[src/verilog/diag_mux_params.svh]
`ifndef DIAG_MUX_PARAMS_SVH
`define DIAG_MUX_PARAMS_SVH

// Clock rate and fault latch reset time
`define MCLK_MHZ 250
`define LATCH_RST_NS 10000

// Register byte offsets
`define CONFIG_OFFSET 8'h00
`define STATUS_OFFSET 8'h04

// Configuration fields
`define CFG_COUNT_LSB 0
`define CFG_COUNT_MSB 1
`define CFG_FULL_BIT 2
`define CFG_RESET 32'h0000_0006

// Channel count codes
`define COUNT_ONE 2'h0
`define COUNT_TWO 2'h1

// Status fields
`define STAT_LATCH_LSB 0
`define STAT_LATCH_MSB 3
`define STAT_ON_LSB 4
`define STAT_ON_MSB 7
`define STAT_FLAG_BIT 8
`define STAT_OE_BIT 9
`define STAT_CLEAR_BIT 10

// Synchronised pin word layout
`define PIN_W 29
`define PIN_EN_BIT 28
`define PIN_SEL_MSB 27
`define PIN_SEL_LSB 25
`define PIN_DRV_MSB 24
`define PIN_DRV_LSB 21
`define PIN_CLR_BIT 20
`define PIN_STAT_MSB 19

// Channel masks per count
`define MASK_ONE 4'h1
`define MASK_TWO 4'h3
`define MASK_FOUR 4'hF

`endif

[src/verilog/diag_mux_pkg.sv]
package diag_mux_pkg;

	typedef enum logic [1:0] {
		SRC_NONE = 2'h0,
		SRC_CURRENT = 2'h1,
		SRC_TEMP = 2'h2,
		SRC_SUPPLY = 2'h3
	} senseSource_t;

	typedef struct packed {
		senseSource_t source;
		logic [1:0] channel;
		logic faultFlag;
	} senseOut_t;

	typedef struct packed {
		logic [3:0] powerLimit;
		logic [3:0] overTemp;
		logic [3:0] openLoad;
		logic [3:0] shortSupply;
		logic [3:0] dynThr;
	} chanStatus_t;

endpackage

[src/verilog/driver_diag_mux.sv]
`timescale 1ns/100ps
`include "diag_mux_params.svh"

// Behaviour
// - Sense enable low keeps the sense output undriven regardless of select.
// - With sense enabled, the select inputs choose the diagnostic quantity shown.
// - Quad parts decode three select bits; single and dual parts decode two.
// - Full logic offers current, temperature, supply; reduced offers current only.
// - Quad full: 000-011 channel currents, 100/110 temperature, 101/111 supply.
// - Dual full: 00 ch0, 01 ch1, 10 temperature, 11 supply; full single uses ch0 twice.
// - Off channel shows a failure flag for open load or short to supply.
// - Driven selected channel in power limitation raises the high flag level.
// - With clear held low, power limitation auto-restarts instead of latching.
// - A floating output reports open load on its selection.
// - A latched-off channel signals its latched state on its selection.
// - After unlatch a shorted driven channel restarts, then latches at threshold.
// - Clear held low for the latch reset time restarts all latched channels.
// - Latched flag shows only when enabled, driven high and selected.
module driver_diag_mux
	import diag_mux_pkg::*;
#(
	parameter int LATCH_RST_CYC = (`LATCH_RST_NS * `MCLK_MHZ + 999) / 1000
) (
	input wire logic mclk,
	input wire logic nrst,
	input wire logic [7:0] paddr,
	input wire logic psel,
	input wire logic penable,
	input wire logic pwrite,
	input wire logic [31:0] pwdata,
	output logic [31:0] prdata,
	output logic pready,
	output logic pslverr,
	input wire logic senseOutputEnable,
	input wire logic senseSelectBit0,
	input wire logic senseSelectBit1,
	input wire logic senseSelectBit2,
	input wire logic [3:0] channelDriveInput,
	input wire logic faultLatchClearN,
	input wire chanStatus_t channelStatus,
	output logic [3:0] channelPowerOutput,
	output senseOut_t diagnosticSenseOutput,
	output logic diagnosticSenseOutputOe
);

	localparam int PIN_W = `PIN_W;

	logic [PIN_W-1:0] pinRaw;
	logic [PIN_W-1:0] pinMeta_reg;
	logic [PIN_W-1:0] pinSync_reg;
	logic enSync;
	logic [2:0] selSync;
	logic [3:0] driveSync;
	logic clearNSync;
	chanStatus_t statSync;

	logic [31:0] config_reg;
	logic [1:0] chanCount;
	logic fullLogic;
	logic [3:0] chanMask;

	logic [15:0] clearCnt_reg;
	logic unlatchPulse;
	logic [3:0] latched_reg;
	logic [3:0] latched_next;
	logic [3:0] latchTrigger;
	logic [3:0] chanOn;

	senseOut_t sense_next;
	senseOut_t sense_reg;
	logic oe_reg;

	logic setupPhase;
	logic accessPhase;
	logic mapped;
	logic [31:0] status;
	logic [31:0] prdata_reg;
	logic slverr_reg;

	// Pins are asynchronous to mclk, so every one goes through two stages
	assign pinRaw = {senseOutputEnable, senseSelectBit2, senseSelectBit1,
		senseSelectBit0, channelDriveInput, faultLatchClearN, channelStatus};

	always_ff @(posedge mclk or negedge nrst) begin
		if (!nrst) begin
			pinMeta_reg <= '0;
			pinSync_reg <= '0;
		end else begin
			pinMeta_reg <= pinRaw;
			pinSync_reg <= pinMeta_reg;
		end
	end

	assign enSync = pinSync_reg[`PIN_EN_BIT];
	assign selSync = pinSync_reg[`PIN_SEL_MSB:`PIN_SEL_LSB];
	assign driveSync = pinSync_reg[`PIN_DRV_MSB:`PIN_DRV_LSB];
	assign clearNSync = pinSync_reg[`PIN_CLR_BIT];
	assign statSync = chanStatus_t'(pinSync_reg[`PIN_STAT_MSB:0]);

	// Variant configuration
	assign chanCount = config_reg[`CFG_COUNT_MSB:`CFG_COUNT_LSB];
	assign fullLogic = config_reg[`CFG_FULL_BIT];

	always_comb begin
		if (chanCount == `COUNT_ONE) begin
			chanMask = `MASK_ONE;
		end else if (chanCount == `COUNT_TWO) begin
			chanMask = `MASK_TWO;
		end else begin
			chanMask = `MASK_FOUR;
		end
	end

	// Clear held low long enough releases every latch; the count saturates
	always_ff @(posedge mclk or negedge nrst) begin
		if (!nrst) begin
			clearCnt_reg <= '0;
		end else if (clearNSync) begin
			clearCnt_reg <= '0;
		end else if (clearCnt_reg < 16'(LATCH_RST_CYC)) begin
			clearCnt_reg <= clearCnt_reg + 16'h0001;
		end
	end

	assign unlatchPulse = !clearNSync && (clearCnt_reg >= 16'(LATCH_RST_CYC));

	// Latching only happens with clear high; low clear means auto-restart
	always_comb begin
		latchTrigger = chanOn & {4{clearNSync}}
			& ((statSync.powerLimit & statSync.dynThr) | statSync.overTemp);
		// Set wins over the unlatch release
		latched_next = (latched_reg & ~{4{unlatchPulse}}) | latchTrigger;
	end

	always_ff @(posedge mclk or negedge nrst) begin
		if (!nrst) begin
			latched_reg <= '0;
		end else begin
			latched_reg <= latched_next & chanMask;
		end
	end

	// A driven channel stays on until it latches; after unlatch it retries
	assign chanOn = driveSync & chanMask & ~latched_reg;

	always_ff @(posedge mclk or negedge nrst) begin
		if (!nrst) begin
			channelPowerOutput <= '0;
		end else begin
			channelPowerOutput <= chanOn;
		end
	end

	// Select decode per channel count and logic variant
	always_comb begin
		sense_next.source = SRC_NONE;
		sense_next.channel = 2'h0;
		sense_next.faultFlag = 1'b0;
		if (chanCount != `COUNT_ONE && chanCount != `COUNT_TWO) begin
			// Quad parts decode all three select bits
			if (!selSync[2]) begin
				sense_next.source = SRC_CURRENT;
				sense_next.channel = selSync[1:0];
			end else if (fullLogic) begin
				sense_next.source = selSync[0] ? SRC_SUPPLY : SRC_TEMP;
			end
		end else if (selSync[1]) begin
			// Single and dual parts ignore the third select bit
			if (fullLogic) begin
				sense_next.source = selSync[0] ? SRC_SUPPLY : SRC_TEMP;
			end
		end else if (chanCount == `COUNT_TWO) begin
			sense_next.source = SRC_CURRENT;
			sense_next.channel = {1'b0, selSync[0]};
		end else if (fullLogic || !selSync[0]) begin
			// Reduced single parts only answer code 00
			sense_next.source = SRC_CURRENT;
		end
		if (sense_next.source == SRC_CURRENT) begin
			if (driveSync[sense_next.channel]) begin
				sense_next.faultFlag = latched_reg[sense_next.channel]
					| statSync.powerLimit[sense_next.channel];
			end else begin
				sense_next.faultFlag = statSync.openLoad[sense_next.channel]
					| statSync.shortSupply[sense_next.channel];
			end
		end
		if (!enSync) begin
			sense_next.source = SRC_NONE;
			sense_next.channel = 2'h0;
			sense_next.faultFlag = 1'b0;
		end
	end

	always_ff @(posedge mclk or negedge nrst) begin
		if (!nrst) begin
			sense_reg <= '0;
			oe_reg <= 1'b0;
		end else begin
			sense_reg <= sense_next;
			oe_reg <= enSync;
		end
	end

	assign diagnosticSenseOutput = sense_reg;
	assign diagnosticSenseOutputOe = oe_reg;

	// APB slave: read data is captured in setup, so no wait states are needed
	assign setupPhase = psel && !penable;
	assign accessPhase = psel && penable;
	assign mapped = (paddr == `CONFIG_OFFSET) || (paddr == `STATUS_OFFSET);
	assign pready = 1'b1;
	assign pslverr = slverr_reg && accessPhase;
	assign prdata = prdata_reg;

	always_comb begin
		status = '0;
		status[`STAT_LATCH_MSB:`STAT_LATCH_LSB] = latched_reg;
		status[`STAT_ON_MSB:`STAT_ON_LSB] = channelPowerOutput;
		status[`STAT_FLAG_BIT] = sense_reg.faultFlag;
		status[`STAT_OE_BIT] = oe_reg;
		status[`STAT_CLEAR_BIT] = clearNSync;
	end

	always_ff @(posedge mclk or negedge nrst) begin
		if (!nrst) begin
			prdata_reg <= '0;
			slverr_reg <= 1'b0;
		end else if (setupPhase) begin
			slverr_reg <= !mapped;
			if (pwrite || !mapped) begin
				prdata_reg <= '0;
			end else if (paddr == `CONFIG_OFFSET) begin
				prdata_reg <= config_reg;
			end else begin
				prdata_reg <= status;
			end
		end
	end

	// Only the variant fields are writable; other bits stay zero
	always_ff @(posedge mclk or negedge nrst) begin
		if (!nrst) begin
			config_reg <= `CFG_RESET;
		end else if (accessPhase && pwrite && paddr == `CONFIG_OFFSET) begin
			config_reg <= '0;
			config_reg[`CFG_COUNT_MSB:`CFG_COUNT_LSB] <= pwdata[`CFG_COUNT_MSB:`CFG_COUNT_LSB];
			config_reg[`CFG_FULL_BIT] <= pwdata[`CFG_FULL_BIT];
		end
	end

endmodule

[config.mk]
export PLATFORM = sky130hd
export DESIGN_NAME = driver_diag_mux
export DESIGN_NICKNAME = d
export VERILOG_FILES = /design/src/verilog/diag_mux_pkg.sv /design/src/verilog/driver_diag_mux.sv
export VERILOG_INCLUDE_DIRS = /design/src /design/src/verilog
export SDC_FILE = /design/constraint.sdc
export NUM_CORES = 1
export LEC_CHECK = 0
export BUFFER_PORTS_ARGS = -buffer_cell sky130_fd_sc_hd__buf_2
export CAP_MARGIN = 0
export CORE_MARGIN = 2
export CORE_UTILIZATION = 50
export CTS_BUF_LIST = sky130_fd_sc_hd__clkbuf_4 sky130_fd_sc_hd__clkbuf_8
export DETAILED_ROUTE_END_ITERATION = 12
export HOLD_SLACK_MARGIN = 0.08
export PLACE_DENSITY = 0.79
export SYNTH_ARGS = -nofsm -noshare
export SYNTH_HDL_FRONTEND = slang
export SYNTH_SLANG_ARGS = --single-unit
[constraint.sdc]
create_clock -name mclk -period 4.3 [get_ports mclk]
set_input_delay 0.215 -clock mclk [delete_from_list [all_inputs] [get_ports mclk]]
set_output_delay 0.215 -clock mclk [all_outputs]
set_load 0.01 [all_outputs]
# [Word level (Yosys, flattened, before mapping)]
# Cells that the tools add are included.
[word_totals] reg_bits=124 input_bits=74 output_inout_bits=44
[classes] n_eq_ne=4 n_addsub=1 n_bitwise=13 n_lt_le_gt_ge=3 reduce_logical=18 n_mux=29
[op_table] cell="$mux W16" count=2
[op_table] cell="$and A4 B4 Y4" count=7
[op_table] cell="$mux W11" count=2
[op_table] cell="$add A16 B1 Y16 const B" count=1
[op_table] cell="$ge A16 B12 Y1 const B" count=1
[op_table] cell="$lt A16 B12 Y1 const B" count=1
[op_table] cell="$mux W4" count=3
[op_table] cell="$mux W1" count=11
[op_table] cell="$bmux W1 S2" count=5
[op_table] cell="$mux W2" count=5
[op_table] cell="$eq A8 B3 Y1 const B" count=1
[op_table] cell="$logic_not A8 Y1" count=1
[op_table] cell="$not A4 Y4" count=2
[op_table] cell="$or A4 B4 Y4" count=2
[op_table] cell="$logic_and A1 B1 Y1" count=7
[op_table] cell="$mux W5" count=1
[op_table] cell="$eq A2 B1 Y1 const B" count=2
[op_table] cell="$logic_not A1 Y1" count=4
[op_table] cell="$reduce_bool A2 Y1" count=2
[op_table] cell="$logic_or A1 B1 Y1" count=3
[op_table] cell="$lt A2 B3 Y1 const B" count=1
[op_table] cell="$logic_not A2 Y1" count=1
[op_table] cell="$ne A2 B1 Y1 const B" count=1
[op_table] cell="$or A1 B1 Y1" count=2

# [Depth between registers and ports, before layout]
# Gate-level depths: netlist of the first run.
[depth] ltp_word=12 depth_mapped=6 depth_no_buf=4

# [Worst setup path before layout of the first run]
# No wires, ideal clock.
[synth_timing] kind="in2reg" start="input paddr[5]" end="register config_reg[0]" t_arrival_ns=1.784 path_buffers=1 setup_slack_ns=2.391 stages=5 cell_sequence="or4_4 > or3_1 > buf_6 > or2_4 > mux2_4"
[synth_via] elab_chain_len=2
[synth_rtl] item="start: declaration" line_no="driver_diag_mux.sv:26" rtl="input wire logic [7:0] paddr,"
[synth_rtl] item="$logic_not A8 Y1 (no source line)"
[synth_rtl] item="$logic_and A1 B1 Y1 (no source line)"
[synth_rtl] item="end signal: assignment" line_no="driver_diag_mux.sv:244" rtl="config_reg <= `CFG_RESET;"
[synth_rtl] item="end signal: indexed assignment" line_no="driver_diag_mux.sv:247" rtl="config_reg[`CFG_COUNT_MSB:`CFG_COUNT_LSB] <= pwdata[`CFG_COUNT_MSB:`CFG_COUNT_LSB];"
[synth_rtl] item="end signal: indexed assignment" line_no="driver_diag_mux.sv:248" rtl="config_reg[`CFG_FULL_BIT] <= pwdata[`CFG_FULL_BIT];"
[synth_rtl] item="end: declaration" line_no="driver_diag_mux.sv:57" rtl="logic [31:0] config_reg;"
# Every way passes these cells.
# A chain may end at the register's enable or synchronous reset.

# [Worst setup path after layout of the first run]
[layout_timing] start="register clearCnt_reg[4]" end="register clearCnt_reg[9]"
[layout_via] elab_chain_len=3
[layout_rtl] item="start: declaration" line_no="driver_diag_mux.sv:62" rtl="logic [15:0] clearCnt_reg;"
[layout_rtl] item="start signal: assignment" line_no="driver_diag_mux.sv:121" rtl="clearCnt_reg <= clearCnt_reg + 16'h0001;"
[layout_rtl] item="$add A16 B1 Y16" line_no="driver_diag_mux.sv:121"
[layout_rtl] item="$mux W16" line_no="driver_diag_mux.sv:120" rtl="end else if (clearCnt_reg < 16'(LATCH_RST_CYC)) begin"
[layout_rtl] item="$mux W16" line_no="driver_diag_mux.sv:118" rtl="end else if (clearNSync) begin"
# Several ways; a longest one is shown, not always the timed one. The select of a mux whose other input is x is not followed.

==> results of run 1 <==
-- timing repair --
item | in CTS | in global routing
endpoints found under the setup margin | 0 | 0
hold endpoints to repair | 79 | 0
buffers inserted | 0 | 0
gates resized for setup | 0 | 0
hold buffers | 30 | 0
-- cell families after synthesis --
| family | after synthesis | share of synthesized area |
|---|---|---|
| DFF | 103 | 0.6990 |
| and+or+nand+nor | 75 | 0.1119 |
| AOI/OAI and AO/OA | 46 | 0.08068 |
| buffers and inverters | 35 | 0.06000 |
| muxes | 11 | 0.03491 |
| adders and majority gates | 2 | 0.006779 |
| other | 2 | 0.002035 |
| xor gates and xnor gates | 2 | 0.004747 |
-- cells in the final DEF, fill, tap and decap left out, types with 3 or more instances in the layout --
cell and count:
sky130_fd_sc_hd__o21ai_0 9, sky130_fd_sc_hd__o31ai_1 4, sky130_fd_sc_hd__nor4_1 3, sky130_fd_sc_hd__conb_1 22, sky130_fd_sc_hd__a21oi_1 14, sky130_fd_sc_hd__and3_1 3, sky130_fd_sc_hd__nand4_1 3, sky130_fd_sc_hd__clkbuf_8 10
sky130_fd_sc_hd__nor2_1 14, sky130_fd_sc_hd__nand3_1 9, sky130_fd_sc_hd__nand2_1 11, sky130_fd_sc_hd__mux2i_1 5, sky130_fd_sc_hd__nor3_1 5, sky130_fd_sc_hd__or3_1 5, sky130_fd_sc_hd__mux2_4 3, sky130_fd_sc_hd__nor2b_1 8
sky130_fd_sc_hd__a22o_1 8, sky130_fd_sc_hd__dfrtp_1 101, sky130_fd_sc_hd__dlygate4sd3_1 30, sky130_fd_sc_hd__or4_1 5, sky130_fd_sc_hd__inv_1 6, sky130_fd_sc_hd__mux2_2 3, sky130_fd_sc_hd__buf_2 65
-- worst register-to-register path: cells and delay by family (launching register included) --
| family | cells | cell delay, ps |
|---|---|---|
| flip-flops | 1 | 430 |
| AO/OA/AOI/OAI | 1 | 420 |
| multiplexers | 1 | 370 |
| AND/OR/NAND/NOR | 2 | 820 |
-- stage by stage --
step	setup slack [ps]	util	power, W
floorplan	2391	-	0.001081
global placement	2177	0.5588	0.001112
global route	1867	0.6257	0.001736
CTS	2135	0.6257	0.001677
finish	2143	0.6257	0.001665
detailed placement	2181	0.5588	0.001116
-- cell type report --
cell class	count	area share
Sequential cell	103	0.5715
Multi-Input combinational cell	158	0.2137
Timing Repair Buffer	97	0.1419
Clock buffer	12	0.03381
Tap cell	99	0.02744
Clock inverter	4	0.006652
Inverter	6	0.004989
-- final timing paths --
path,depth (start not counted),slack (ps),end,from
setup / recovery,4,2140,clearCnt_reg[9],clearCnt_reg[4]
hold / removal,2,100,config_reg[1],pwdata[1]
setup reg to reg,4,2140,clearCnt_reg[9],clearCnt_reg[4]
hold reg to reg,0,350,pinSync_reg[10],pinMeta_reg[10]
max in group asynchronous,3,2820,prdata[2],nrst
min in group asynchronous,2,430,prdata[8],nrst
-- power by group --
part | switching, W | internal (W)
registers | 0.0000197 | 0.00100
clock network | 0.000305 | 0.000243
logic | 0.0000509 | 0.0000455
total | 0.000375 | 0.00129
-- routing by layer --
layer	vias to the layer above	routed length, microns
li1	1114	-
met5	-	0
met3	14	225
met2	55	3337
met4	0	150
met1	1134	2676
==> summary.md, run 1 <==
| Metric | Value |
|---|---|
| Top cell by count, worst path | `sky130_fd_sc_hd__nor4_1` |
| Share of synthesized area occupied by flip-flops and latches | `0.6990` |
| Post-layout min period | `2157 ps` |
| EDFF count, synth | `0` |
| Vias in the first global route | `2297` |
| Fraction of post-synthesis cell area in the top cell type by area | `0.6847` |
| Area of the multi-input gates | `964.7 sq um` |
| Setup Skew | `12.64 ps` |
| CP peak stage delay | `440 ps` |
| Die Area | `0.008086 sq mm` |
| Global-route wire length before repair | `10560 microns` |
| Biggest area consumer among synthesized cells | `sky130_fd_sc_hd__dfrtp_1` |
| Synthesized netlist cell count | `276` |
| Clk pin slew, worst setup/hold paths | `100 ps` |
| Hold WS | `101.0 ps` |
| Max Transition Viols Final | `0` |
| CP required | `4540 ps` |
| Number of warning messages in the yosys log | `0` |
| Maximum operating frequency | `463.6 MHz` |
| Synth top area cells | `sky130_fd_sc_hd__dfrtp_1, sky130_fd_sc_hd__buf_4, sky130_fd_sc_hd__a21oi_1` |
| Remaining antenna violation count after routing | `0` |
| Path category of the worst min-delay check | `primary input to register` |
| Count of fill cells added during filler insertion | `558` |
| # port buffers | `66` |
| Post-DP Area | `0.004031 sq mm` |
| Overall overflow remaining after global route | `0` |
| Least-Margin Pin Slew | `845.2 ps` |
| Fraction of met3 tracks used by global routing | `0.03521` |
| Most instantiated flip-flop cell in the synthesis netlist | `sky130_fd_sc_hd__dfrtp_1` |
| Via count | `2317` |
| Number of register bits inferred by synthesis | `103` |
| Number of buffers added by the clock tree synthesis step | `9` |
| Sum of negative setup slack | `0 ps` |
| Routability cong. | `0.8870` |
| Ports placed on the boundary | `118` |
| Synth async-reset ratio | `1.000` |
| Class of the most critical setup path | `register to register` |
| DRC viols | `0` |
| Total non-filler cell area in the finished layout | `0.004514 sq mm` |
| Placed cell count | `433` |
| Type of element capturing the critical path | `register` |
| Peak-usage layer in the global routing report | `met2` |
| Met2 layer usage reported by global route | `0.2778` |
| Slowest stage cell, crit path | `sky130_fd_sc_hd__nor4_1` |
| Period utilization | `0.5017` |
| Horizontal extent of the die | `89.92 microns` |
| Mean instance size in the synthesized netlist | `13.37 sq um` |
| Net total in the final layout | `451` |
| Clock tree from TritonCTS | `yes` |
| Proportion of layout cells with a drive suffix above 1 | `0.2500` |
| Root buffer selected by CTS | `sky130_fd_sc_hd__clkbuf_8` |
| Power density of the placed cells | `368.7 mW/mm^2` |
| Final instance count without filler cells | `479` |
| Post-detailed-route wirelength per cell | `13.34 microns` |
| Initial antenna violation count | `0` |
| Level count of the clock H-tree | `3` |
| Clock net sink count | `103` |
| Row count | `31` |
| Final routed wirelength across all metal layers | `6389 microns` |
| Slew HR | `0.4341` |
| Number of library cell types mapped by synthesis | `42` |
| Met1 Resource Use GR | `0.2086` |
| Skew-Pair Late Insertion Delay | `350 ps` |
| VDD IR-drop max | `325.3 uV` |
| Antenna diode count | `0` |
| Area growth, synth to finish | `22.31%` |
| Estimated wirelength of the detail-placed design | `4195 microns` |
| Number of max-cap violations | `0` |
| Max Buffers Root-to-Sink | `2` |
| Leakage dissipation | `2.187 nW` |
| Hold Violations, Final | `0` |
| Register Area | `0.002580 sq mm` |
| Cells traversed along the worst timing path | `nor4_1 > o211ai_1 > nor4_1 > mux2_2` |
| Count of buffering cells on the critical path with inverters included | `0` |
| Sort of element at the start of the critical path | `register` |
| Die extent in y | `89.92 microns` |
| Largest net degree at the start of global routing | `54` |
| Pre-Repair DR Iteration Count | `4` |
| Unrepaired setup endpoints after global routing | `no` |
| Worst path arrival time | `2390 ps` |
| Via density | `4.837` |
| Netlist area before placement | `0.003691 sq mm` |
| Family with the most delay on the worst path | `simple AND/OR/NAND/NOR gates` |
| Status | `completed` |
| Area inside the core boundary | `0.007214 sq mm` |
| Largest fanout on the critical path | `11` |
| All-Layer GR Usage | `0.1661` |
| Initial standard-cell utilization of the core | `0.5116` |
| Final setup violation count | `0` |
| Cell with the most instances after synthesis | `sky130_fd_sc_hd__dfrtp_1` |
| Number of violations reported at the end of detailed-routing iteration 0 | `119` |
| Commonest cells in the netlist | `sky130_fd_sc_hd__dfrtp_1, sky130_fd_sc_hd__buf_4, sky130_fd_sc_hd__a21oi_1, sky130_fd_sc_hd__nor2_1, sky130_fd_sc_hd__nand2_1` |
Power figures use the tool's default switching activity.
==> run 2: changes to the inputs <==
clock period = 2.2 ns   (was 4.3 ns; I/O delays follow)
==> summary.md, run 2 (synthesized netlist as in run 1, its figures left out) <==
| Metric | Value |
|---|---|
| Status | `completed (unchanged)` |
| Skew-Pair Late Insertion Delay | `360 ps (was 350 ps)` |
| Via density | `4.776 (was 4.837)` |
| Unrepaired setup endpoints after global routing | `no (unchanged)` |
| Via count | `2321 (was 2317)` |
| Overall overflow remaining after global route | `0 (unchanged)` |
| Root buffer selected by CTS | `sky130_fd_sc_hd__clkbuf_8 (unchanged)` |
| Net Sw Frac | `0.2292 (was 0.2254)` |
| Sort of element at the start of the critical path | `register (unchanged)` |
| Leakage dissipation | `2.246 nW (was 2.187 nW)` |
| Max Transition Viols Final | `0 (unchanged)` |
| Largest net degree at the start of global routing | `54 (unchanged)` |
| CP required | `2450 ps (was 4540 ps)` |
| Sum of negative setup slack | `0 ps (unchanged)` |
| Ports placed on the boundary | `118 (unchanged)` |
| Area growth, synth to finish | `25.86% (was 22.31%)` |
| # port buffers | `66 (unchanged)` |
| Final instance count without filler cells | `486 (was 479)` |
| Most frequent cells in the layout | `sky130_fd_sc_hd__dfrtp_1, sky130_fd_sc_hd__buf_2, sky130_fd_sc_hd__dlygate4sd3_1 (unchanged)` |
| Path category of the worst min-delay check | `primary input to register (unchanged)` |
| Maximum operating frequency | `494.7 MHz (was 463.6 MHz)` |
| VDD IR-drop max | `638.1 uV (was 325.3 uV)` |
| Post-DP Area | `0.004074 sq mm (was 0.004031 sq mm)` |
| Slew HR | `0.5554 (was 0.4341)` |
| Proportion of layout cells with a drive suffix above 1 | `0.2584 (was 0.2500)` |
| Class of the most critical setup path | `register to register (unchanged)` |
| Number of buffers added by the clock tree synthesis step | `9 (unchanged)` |
| Period utilization | `0.9188 (was 0.5017)` |
| Clk pin slew, worst setup/hold paths | `110 ps (was 100 ps)` |
| Most common cell after layout, fill and taps aside | `sky130_fd_sc_hd__dfrtp_1 (unchanged)` |
| Worst path arrival time | `2270 ps (was 2390 ps)` |
| Sequential power share | `0.565 (was 0.613)` |
| Largest fanout on the critical path | `8 (was 11)` |
| Number of max-cap violations | `0 (unchanged)` |
| Pre-Repair DR Iteration Count | `4 (unchanged)` |
| Die extent in y | `89.92 microns (unchanged)` |
| Antenna diode count | `0 (unchanged)` |
| Fraction of power consumed by the clock network | `0.377 (was 0.329)` |
| Placed cell count | `437 (was 433)` |
| Final routed wirelength across all metal layers | `6843 microns (was 6389 microns)` |
| Horizontal extent of the die | `89.92 microns (unchanged)` |
| Level count of the clock H-tree | `3 (unchanged)` |
| Post-CTS setup repair buffer count | `0 (unchanged)` |
| Clock net sink count | `103 (unchanged)` |
| Total non-filler cell area in the finished layout | `0.004646 sq mm (was 0.004514 sq mm)` |
| Net switching component of the power | `0.0008085 W (was 0.0003753 W)` |
| Least-Margin Pin Slew | `666.9 ps (was 845.2 ps)` |
| Final core utilization | `0.6439 (was 0.6257)` |
| Setup Skew | `13.46 ps (was 12.64 ps)` |
| Number of violations reported at the end of detailed-routing iteration 0 | `146 (was 119)` |
| Final setup violation count | `0 (unchanged)` |
| Max Buffers Root-to-Sink | `2 (unchanged)` |
| Clock tree from TritonCTS | `yes (unchanged)` |
| Logic pwr share | `0.058 (about the same)` |
| Post-layout min period | `2021 ps (was 2157 ps)` |
| Area inside the core boundary | `0.007214 sq mm (unchanged)` |
| DRC viols | `0 (unchanged)` |
| Vias in the first global route | `2309 (was 2297)` |
| Post-detailed-route wirelength per cell | `14.08 microns (was 13.34 microns)` |
| All-Layer GR Usage | `0.1790 (was 0.1661)` |
| Routability cong. | `0.8609 (was 0.8870)` |
| Estimated wirelength of the detail-placed design | `4299 microns (was 4195 microns)` |
| Net total in the final layout | `458 (was 451)` |
| Global-route wire length before repair | `11130 microns (was 10560 microns)` |
| Type of element capturing the critical path | `register (unchanged)` |
| Power density of the placed cells | `759.2 mW/mm^2 (was 368.7 mW/mm^2)` |
| Remaining antenna violation count after routing | `0 (unchanged)` |
| Row count | `31 (unchanged)` |
| Internal Dissipation | `0.002719 W (was 0.001289 W)` |
| Initial standard-cell utilization of the core | `0.5116 (unchanged)` |
| Hold Violations, Final | `0 (unchanged)` |
| Initial antenna violation count | `0 (unchanged)` |
| Die Area | `0.008086 sq mm (unchanged)` |
[run 2: critical path, cell delays in order, from the launching register on]
cell                       delay, ps
sky130_fd_sc_hd__dfrtp_1         440
sky130_fd_sc_hd__nor4_1          380
sky130_fd_sc_hd__o211ai_1        320
sky130_fd_sc_hd__nor4_2          390
sky130_fd_sc_hd__mux2_2          370
[run 2: final cells by class]
cell class | instances | area [sq um]
fill | 533 | 2569
clock buffer | 9 | 123.9
clock inverter | 7 | 111.4
multi-input combinational | 158 | 970.9
inverter | 6 | 22.52
tap | 99 | 123.9
timing repair buffer | 104 | 713.2
sequential | 103 | 2580
[run 2: per-stage QoR]
stage / setup WS [ps] / hold slack (ps) / power, W
floorplan: 369.2 / -185.6 / 0.002112
global placement: 191.0 / 171.4 / 0.002180
detailed placement: 163.4 / 181.6 / 0.002187
CTS: 127.0 / 127.4 / 0.003540
global route: 51.07 / 152.5 / 0.003667
finish: 178.7 / 144.7 / 0.003527
[run 2: power by group through the flow]
| stage | Sequential (W) | Combinational, W | Clock, W |
|---|---|---|---|
| 2_1_floorplan | 0.00202 | 0.0000937 | 0 |
| 3_3_place_gp | 0.00203 | 0.000153 | 0 |
| 3_5_place_dp | 0.00203 | 0.000157 | 0 |
| 4_1_cts | 0.00199 | 0.000203 | 0.00134 |
| 5_1_grt | 0.00200 | 0.000230 | 0.00144 |
| 6_report | 0.00199 | 0.000203 | 0.00133 |
[run 2: final timing paths]
kind	endpoint	from	depth (start not counted)	slack (ps)
hold / removal	prdata[2]	pwrite	3	140
min in group asynchronous	prdata[9]	nrst	2	330
max in group asynchronous	config_reg[2]	nrst	3	1120
hold reg to reg	pinSync_reg[3]	pinMeta_reg[3]	0	360
setup reg to reg	clearCnt_reg[9]	clearCnt_reg[4]	4	180
setup / recovery	clearCnt_reg[9]	clearCnt_reg[4]	4	180
[run 2: metal layers]
| metal | GRT usage | share of wire | wire length [microns] |
|---|---|---|---|
| met5 | 0 | 0 | 0 |
| met4 | 0.09487 | 0.019 | 131 |
| met3 | 0.03604 | 0.038 | 261 |
| met2 | 0.2961 | 0.52 | 3548 |
| met1 | 0.2248 | 0.42 | 2900 |
[run 2: timing repair]
item / in CTS / in global routing
endpoints found under the hold margin: 82 / 0
resized for setup: 0 / 1
endpoints found under the setup margin: 0 / 1
hold buffers: 33 / 0
